`config.mk`:
```
export PLATFORM = sky130hd
export DESIGN_NAME = aidr_diag_record
export DESIGN_NICKNAME = d
export VERILOG_FILES = /design/src/rtl/aidr_diag_record.v
export VERILOG_INCLUDE_DIRS = /design/src /design/src/pkg
export SDC_FILE = /design/constraint.sdc
export NUM_CORES = 1
export LEC_CHECK = 0
export BUFFER_PORTS_ARGS = -buffer_cell sky130_fd_sc_hd__buf_2
export CAP_MARGIN = 0
export CORE_ASPECT_RATIO = 0.9
export CORE_MARGIN = 8
export CORE_UTILIZATION = 46
export DETAILED_ROUTE_END_ITERATION = 6
export GPL_TIMING_DRIVEN = 0
export PLACE_DENSITY_LB_ADDON = 0.1
export SETUP_SLACK_MARGIN = 0.02
export SLEW_MARGIN = 10
export SYNTH_ARGS = -nofsm -noshare
export SYNTH_HDL_FRONTEND = slang
export SYNTH_SLANG_ARGS = --single-unit
export TNS_END_PERCENT = 5
```
`constraint.sdc`:
```
create_clock -name clock -period 3.2 [get_ports clock]
set_input_delay 0.48 -clock clock [delete_from_list [all_inputs] [get_ports clock]]
set_output_delay 0.48 -clock clock [all_outputs]
set_load 0.05 [all_outputs]
```
`src/pkg/aidr_consts.vh`:
```
// constants for the analog input diagnostic record
`ifndef AIDR_CONSTS_VH
`define AIDR_CONSTS_VH

// access paths on the request port
`define AIDR_KIND_RSET 2'h0
`define AIDR_KIND_COIDX 2'h1
`define AIDR_KIND_ECSUB 2'h2

// record set numbers
`define AIDR_RSET_FULL 16'h0001
`define AIDR_RSET_HEAD 16'h0000
// fieldbus object indices
`define AIDR_COIDX_FULL 16'h2F01
`define AIDR_COIDX_HEAD 16'h2F00
`define AIDR_ECSUB_INDEX 16'h5005
// ethercat subindices
`define AIDR_ECSUB_FIRST 8'h02
`define AIDR_ECSUB_LASTB 8'h11
`define AIDR_ECSUB_STAMP 8'h13

// record byte positions and lengths
`define AIDR_REC_LEN 5'h14
`define AIDR_HEAD_LEN 5'h04
`define AIDR_STAMP_POS 5'h10
`define AIDR_STAMP_LEN 5'h04

// fixed byte values
`define AIDR_CLASS_RST 8'h15
`define AIDR_KIND_RST 8'h71
`define AIDR_BITS_RST 8'h08
`define AIDR_CHCNT_RST 8'h02

// summary byte fields
`define AIDR_SUM_MODFAIL 0
`define AIDR_SUM_INTERR 1
`define AIDR_SUM_EXTERR 2
`define AIDR_SUM_CHFLT 3
`define AIDR_SUM_AUX 4
`define AIDR_SUM_PARAM 7
// internal fault byte fields
`define AIDR_INT_BUFOVF 3
`define AIDR_INT_COMM 4
// channel byte fields
`define AIDR_CH_PARAM 0
`define AIDR_CH_WIRE 4
`define AIDR_CH_UNDER 6
`define AIDR_CH_OVER 7

// microsecond tick timing
`define AIDR_US_NS 1000
`define AIDR_CLK_NS 10
`define AIDR_US_CYC (`AIDR_US_NS / `AIDR_CLK_NS)

`endif

```
`src/rtl/aidr_diag_record.v`:
```
// diagnostic record of a two-channel analog input module
`timescale 1ns/10ps
`include "aidr_consts.vh"

module aidr_diag_record #(
  parameter NUM_CH = 2,
  parameter US_CYC = `AIDR_US_CYC
) (
  // clock and reset
  input wire clock,
  input wire rst,
  // module level fault conditions
  input wire module_fail,
  input wire internal_err,
  input wire external_err,
  input wire aux_supply_missing,
  input wire param_err,
  input wire diag_buf_overflow,
  input wire comm_err,
  // per channel fault conditions
  input wire [NUM_CH-1:0] ch_param_err,
  input wire [NUM_CH-1:0] ch_wire_break,
  input wire [NUM_CH-1:0] ch_underflow,
  input wire [NUM_CH-1:0] ch_overflow,
  // channel indicators
  output wire [NUM_CH-1:0] ch_led,
  // read request
  input wire req_valid,
  output wire req_ready,
  input wire [1:0] req_kind,
  input wire [15:0] req_number,
  input wire [7:0] req_subindex,
  // read answer
  output reg rsp_valid,
  output reg [7:0] rsp_data,
  output reg rsp_last,
  output reg rsp_err
);

  localparam ST_IDLE = 1'b0;
  localparam ST_SEND = 1'b1;
  localparam NB = 20;

  reg state_r;
  reg [4:0] idx_r;
  reg [4:0] left_r;
  reg [NB*8-1:0] snap_r;
  reg [6:0] pre_r;
  reg [31:0] us_cnt_r;
  reg [31:0] stamp_r;
  reg [NUM_CH-1:0] led_r;
  reg [4*NUM_CH+6:0] flt_prev_r;
  wire [4*NUM_CH+6:0] flt_now;
  wire [NUM_CH-1:0] grp_err;
  wire [8*NUM_CH-1:0] ch_bytes;
  wire [7:0] sum_byte;
  wire [7:0] int_byte;
  wire [7:0] grp_byte;
  wire [NB*8-1:0] live;
  wire us_tick;
  wire new_flt;
  wire [7:0] sx_off;
  reg go;
  reg bad;
  reg [4:0] start;
  reg [4:0] len;

  // per channel error byte, group bit and indicator
  // channel bits are live levels; they clear when the input clears
  genvar g;
  generate
    for (g = 0; g < NUM_CH; g = g + 1) begin : g_ch
      assign ch_bytes[8*g+`AIDR_CH_PARAM] = ch_param_err[g];
      assign ch_bytes[8*g+3:8*g+1] = 3'h0;
      assign ch_bytes[8*g+`AIDR_CH_WIRE] = ch_wire_break[g];
      assign ch_bytes[8*g+5] = 1'b0;
      assign ch_bytes[8*g+`AIDR_CH_UNDER] = ch_underflow[g];
      assign ch_bytes[8*g+`AIDR_CH_OVER] = ch_overflow[g];
      assign grp_err[g] = |ch_bytes[8*g+7:8*g];
    end
  endgenerate

  // group byte, unused groups read zero
  assign grp_byte = {{(8-NUM_CH){1'b0}}, grp_err};

  // module fault summary byte
  assign sum_byte[`AIDR_SUM_MODFAIL] = module_fail;
  assign sum_byte[`AIDR_SUM_INTERR] =
    internal_err | diag_buf_overflow | comm_err;
  assign sum_byte[`AIDR_SUM_EXTERR] =
    external_err | aux_supply_missing;
  assign sum_byte[`AIDR_SUM_CHFLT] = |grp_err;
  assign sum_byte[`AIDR_SUM_AUX] = aux_supply_missing;
  assign sum_byte[6:5] = 2'h0;
  assign sum_byte[`AIDR_SUM_PARAM] =
    param_err | (|ch_param_err);

  // internal fault byte, only two flags are defined
  assign int_byte[2:0] = 3'h0;
  assign int_byte[`AIDR_INT_BUFOVF] = diag_buf_overflow;
  assign int_byte[`AIDR_INT_COMM] = comm_err;
  assign int_byte[7:5] = 3'h0;

  // whole record, byte 0 in the low lane, stamp most significant first
  assign live = {
    stamp_r[7:0], stamp_r[15:8], stamp_r[23:16], stamp_r[31:24],
    {(8*(8-NUM_CH)){1'b0}},
    ch_bytes,
    grp_byte,
    `AIDR_CHCNT_RST,
    `AIDR_BITS_RST,
    `AIDR_KIND_RST,
    int_byte,
    8'h00,
    `AIDR_CLASS_RST,
    sum_byte
  };

  // all fault sources, used to spot a new entry
  assign flt_now = {ch_param_err, ch_wire_break, ch_underflow,
    ch_overflow, module_fail, internal_err, external_err,
    aux_supply_missing, param_err, diag_buf_overflow, comm_err};

  // a fault input that was low last cycle and is high now
  assign new_flt = |(flt_now & ~flt_prev_r);

  // indicators follow channel errors, no interrupt output exists
  assign ch_led = led_r;

  // microsecond enable pulse from the clock
  // the prescaler wraps at US_CYC so each tick marks one microsecond
  assign us_tick = (pre_r == US_CYC - 1);

  always @(posedge clock) begin
    if (rst) begin
      pre_r <= 7'h00;
    end else if (us_tick) begin
      pre_r <= 7'h00;
    end else begin
      pre_r <= pre_r + 7'h01;
    end
  end

  // free running counter, wraps naturally at full scale
  // only reset clears it: the host sees the time since reset
  always @(posedge clock) begin
    if (rst) begin
      us_cnt_r <= 32'h00000000;
    end else if (us_tick) begin
      us_cnt_r <= us_cnt_r + 32'h00000001;
    end
  end

  // stamp taken when any fault condition newly appears
  // prev clears on reset so that faults present at release still stamp
  always @(posedge clock) begin
    if (rst) begin
      flt_prev_r <= {(4*NUM_CH+7){1'b0}};
      stamp_r <= 32'h00000000;
    end else begin
      flt_prev_r <= flt_now;
      if (new_flt) begin
        stamp_r <= us_cnt_r;
      end
    end
  end

  // channel indicators, registered so the pins do not glitch
  always @(posedge clock) begin
    if (rst) begin
      led_r <= {NUM_CH{1'b0}};
    end else begin
      led_r <= grp_err;
    end
  end

  // subindex offset into the record, only the low five bits are used
  assign sx_off = req_subindex - `AIDR_ECSUB_FIRST;

  // decode a request into start byte and length
  // unknown numbers give an error pulse instead of data
  always @* begin
    go = 1'b0;
    bad = 1'b0;
    start = 5'h00;
    len = `AIDR_REC_LEN;
    case (req_kind)
      `AIDR_KIND_RSET: begin
        if (req_number == `AIDR_RSET_FULL) begin
          go = 1'b1;
        end else if (req_number == `AIDR_RSET_HEAD) begin
          go = 1'b1;
          len = `AIDR_HEAD_LEN;
        end else begin
          bad = 1'b1;
        end
      end
      `AIDR_KIND_COIDX: begin
        if (req_number == `AIDR_COIDX_FULL) begin
          go = 1'b1;
        end else if (req_number == `AIDR_COIDX_HEAD) begin
          go = 1'b1;
          len = `AIDR_HEAD_LEN;
        end else begin
          bad = 1'b1;
        end
      end
      `AIDR_KIND_ECSUB: begin
        if (req_number != `AIDR_ECSUB_INDEX) begin
          bad = 1'b1;
        end else if (req_subindex >= `AIDR_ECSUB_FIRST &&
                     req_subindex <= `AIDR_ECSUB_LASTB) begin
          go = 1'b1;
          start = sx_off[4:0];
          len = 5'h01;
        end else if (req_subindex == `AIDR_ECSUB_STAMP) begin
          go = 1'b1;
          start = `AIDR_STAMP_POS;
          len = `AIDR_STAMP_LEN;
        end else begin
          bad = 1'b1;
        end
      end
      default: begin
        bad = 1'b1;
      end
    endcase
  end

  // requests are taken only while idle
  // ready is combinational so a request can follow the last byte
  assign req_ready = (state_r == ST_IDLE);

  // answer sequencer, one record byte per clock
  // requests seen while busy are dropped; the host waits for ready
  always @(posedge clock) begin
    if (rst) begin
      state_r <= ST_IDLE;
      idx_r <= 5'h00;
      left_r <= 5'h00;
      snap_r <= {(NB*8){1'b0}};
      rsp_valid <= 1'b0;
      rsp_data <= 8'h00;
      rsp_last <= 1'b0;
      rsp_err <= 1'b0;
    end else begin
      rsp_valid <= 1'b0;
      rsp_last <= 1'b0;
      rsp_err <= 1'b0;
      case (state_r)
        ST_IDLE: begin
          if (req_valid && bad) begin
            rsp_err <= 1'b1; // unknown number or subindex
          end else if (req_valid && go) begin
            snap_r <= live; // coherent copy of the record
            idx_r <= start;
            left_r <= len;
            state_r <= ST_SEND;
          end
        end
        ST_SEND: begin
          rsp_valid <= 1'b1;
          rsp_data <= snap_r[idx_r*8 +: 8];
          rsp_last <= (left_r == 5'h01);
          idx_r <= idx_r + 5'h01;
          left_r <= left_r - 5'h01;
          if (left_r == 5'h01) begin
            state_r <= ST_IDLE;
          end
        end
        default: begin
          state_r <= ST_IDLE;
        end
      endcase
    end
  end

endmodule // aidr_diag_record

```
==> impl_metrics.env <==
export IMPL_relSlewSlack_pct=49.75
export IMPL_gp_congestion=0.8911
export IMPL_status="finished, final reports clean"
export IMPL_synth_edff_count=0
export IMPL_cp_end_kind="flop"
export IMPL_reg2regPathDepth=8
export IMPL_post_cts_buffers=0
export IMPL_htreeDepth=4
export IMPL_cts_root_buffer="clkbuf_16"
export IMPL_post_drt_via_cell_ratio=5.354
export IMPL_path_cells="ha_1 > nor4bb_1 > and4_1 > and2_1 > clkbuf_1 > nand2_1 > or3_1 > a21oi_1"
export IMPL_drtPass1Iterations=5
export IMPL_peakVddDrop_mv=0.3859
export IMPL_slew_viol_final=0
export IMPL_grt_overflow=0
export IMPL_swShare_pct=21.10
export IMPL_fillers=1376
export IMPL_coreArea_mm2=0.01461
export IMPL_clk_latency_ps=420
export IMPL_wl_per_cell_um=15.99
export IMPL_final_nets=905
export IMPL_area_delta_synth_final_pct=16.24
export IMPL_cts_num_sinks=161
export IMPL_ff_latch_area_mm2=0.003223
export IMPL_cts_buffers=17
export IMPL_die_h_um=131.6
export IMPL_synth_top_cell_area_share_pct=47.21
export IMPL_sequentialPowerShare_pct=48.3
export IMPL_wl_mm=17.03
export IMPL_layout_drive_gt1_share_pct=12.92
export IMPL_leakage_nw=3.111
export IMPL_critPathTopFamily="simple AND/OR/NAND/NOR gates"
export IMPL_syn_avg_cell_area_um2=8.741
export IMPL_powerDensity_mw_per_mm2=528.1
export IMPL_dp_hpwl_mm=13.02
export IMPL_ys_flop_type="dfxtp_1"
export IMPL_p_sw_w=0.0008843
export IMPL_arrival_ps=2950
export IMPL_r2r_slack_ps=600
export IMPL_setup_ws_ps=597.9
export IMPL_antenna_found_initial=0
export IMPL_startpoint="pre_r[0]"
export IMPL_slowest_stage="nor4bb_1"
export IMPL_ctsResizeCount=0
export IMPL_ys_warn_count=0
export IMPL_required_ps=3540
export IMPL_worstSetupPathType="flop to flop"
export IMPL_holdPathStages=3
export IMPL_hold_viol=0
export IMPL_max_freq_mhz=384.3
export IMPL_post_route_min_period_ps=2602
export IMPL_rsz0062_at_grt="false"
export IMPL_num_antenna_cells=0
export IMPL_first_global_vias=5664
export IMPL_cp_slowest_stage_delay_ps=450
export IMPL_ios=58
export IMPL_remaining_drc_errors=0
export IMPL_period_share_pct=81.31
export IMPL_cp_depth=8
export IMPL_grt_pass1_wl_mm=27.79
export IMPL_drt_initial_drc_count=279
export IMPL_die_area_mm2=0.01900
export IMPL_path_max_fanout=10
export IMPL_rows=42
export IMPL_clock_power_share_pct=48.4
export IMPL_yosys_area_top_type="dfxtp_1"
export IMPL_syn_area_mm2=0.006827
export IMPL_portBuffers=55
export IMPL_clockBufferDepth=2
export IMPL_grt_max_degree=17
export IMPL_pwr_share_comb_pct=3.3
export IMPL_r2r_start="pre_r[0]"
export IMPL_hold_path_class="input pin to flop"
export IMPL_clkTransAtPathRegs_ps=60
export IMPL_worst_pin_slew_ps=753.8
export IMPL_multi_input_area_mm2=0.003296
export IMPL_cts_hold_buf=0
export IMPL_initial_utilization_pct=46.73
export IMPL_synthArstFlopShare_pct=0
export IMPL_finalHoldWorstSlack_ps=313.6
export IMPL_final_cell_mix="161 x dfxtp_1, 123 x nand2_1, 101 x nor2_1, 67 x a21oi_1, 58 x buf_2"
export IMPL_min_from="external_err"
export IMPL_netlist_cell_type_count=61
export IMPL_cts_tree="built"
export IMPL_post_place_ws_ps=501.3
export IMPL_ys_seq_elements=161
export IMPL_ant_nets=0
export IMPL_setup_viol=0
export IMPL_yosysSeqAreaShare_pct=47.21
export IMPL_fp_dieW_um=144.4
export IMPL_synth_top_cells_by_area="dfxtp_1 47%, nand2_1 6.8%, mux2i_1 5.7%, nor2_1 5.6%, a21oi_1 4.9%"
export IMPL_grt_total_usage_pct=18.52
export IMPL_worst_path_buf_inv=1
export IMPL_syn_num_nets=831
export IMPL_fin_tns_setup_ps=0
export IMPL_intPower_w=0.003306
export IMPL_syn_inst=781
export IMPL_via_count=5702
export IMPL_critPathLaunchType="flop"
export IMPL_layout_commonest_cell="dfxtp_1"
export IMPL_clock_skew_ps=5.789
export IMPL_cap_violations=0
power by group through the flow:
stage	Combinational, W	Clock, W	Sequential, W
6_report	0.000138	0.00203	0.00203
4_1_cts	0.000141	0.00207	0.00203
3_3_place_gp	0.000137	0	0.00207
3_5_place_dp	0.000140	0	0.00207
2_1_floorplan	0.0000655	0	0.00208
5_1_grt	0.000153	0.00215	0.00203
sequential cells by signal, indices dropped and copies added, names as in the netlist, 2 cells and up:
name	flops
ch_led	2
flt_prev_r	15
idx_r	5
left_r	5
pre_r	7
rsp_data	8
snap_r	51
stamp_r	32
us_cnt_r	32
synthesized netlist by cell type, types with 2 or more instances:
cell       instances
dfxtp_1          161
nand2_1          123
nor2_1           101
a21oi_1           67
mux2i_1           39
clkbuf_1          36
inv_1             23
xor2_1            23
nand3_1           19
nor3_1            13
o21ai_0           12
xnor2_1           12
and3_1            11
nand4_1            9
mux4_2             8
nor2b_1            8
or3_1              8
nor4_1             7
o22ai_1            7
and4_1             6
ha_1               6
nand3b_1           6
or4_1              5
and2_1             4
buf_1              4
buf_4              4
nor3b_1            4
o31ai_1            4
a21o_1             3
a221oi_1           3
a311oi_1           3
buf_2              3
nand2b_1           3
o311ai_0           3
or2_2              3
a31oi_1            2
o2111ai_1          2
o21a_1             2
o31a_1             2
cell type report:
type                       count  share of cell area [%]
buffer                        49                   2.791
clock buffer                  21                   5.676
clock inverter                10                   1.703
inverter                      23                   1.088
multi-input combinational    548                   41.53
sequential                   161                   40.62
tap                          198                   3.122
timing repair buffer          55                   3.469
logic make-up after synthesis:
kind of cell	share of synthesized area, %
AOI/OAI and AO/OA	11.11
adders and majority gates	1.100
xor gates and xnor gates	4.490
buffers and inverters	4.509
muxes	8.358
DFF	47.21
and+or+nand+nor	23.22
layer usage:
layer / share of wire [%] / track usage [%] / wire, µm / vias up
li1: - / - / - / 2832
met1: 47 / 23.38 / 7964 / 2727
met2: 47 / 30.20 / 8015 / 114
met3: 4.4 / 4.055 / 758 / 29
met4: 1.7 / 6.817 / 295 / 0
met5: 0 / 0 / 0 / -
metrics by stage:
step / area [µm²] / util [%] / instances / total power (W)
finish: 7935 / 54.32 / 1065 / 0.004191
global route: 7935 / 54.32 / 1065 / 0.004334
CTS: 7935 / 54.32 / 1065 / 0.004232
detailed placement: 7350 / 50.31 / 1034 / 0.002209
global placement: 7350 / 50.31 / 1034 / 0.002205
floorplan: 6827 / - / 781 / 0.002142
worst reg2reg max path: cells and delay by family, from the launching register on:
| family | cells | cell delay (ps) |
|---|---|---|
| simple gates | 5 | 1380 |
| buf+inv | 1 | 440 |
| flops | 1 | 350 |
| fa+ha+maj | 1 | 210 |
| compound gates | 1 | 140 |
worst paths after layout:
kind                    to
max           us_cnt_r[30]
min reg2reg    snap_r[153]
max reg2reg   us_cnt_r[30]
min          flt_prev_r[4]
Power figures use the tool's default switching activity.
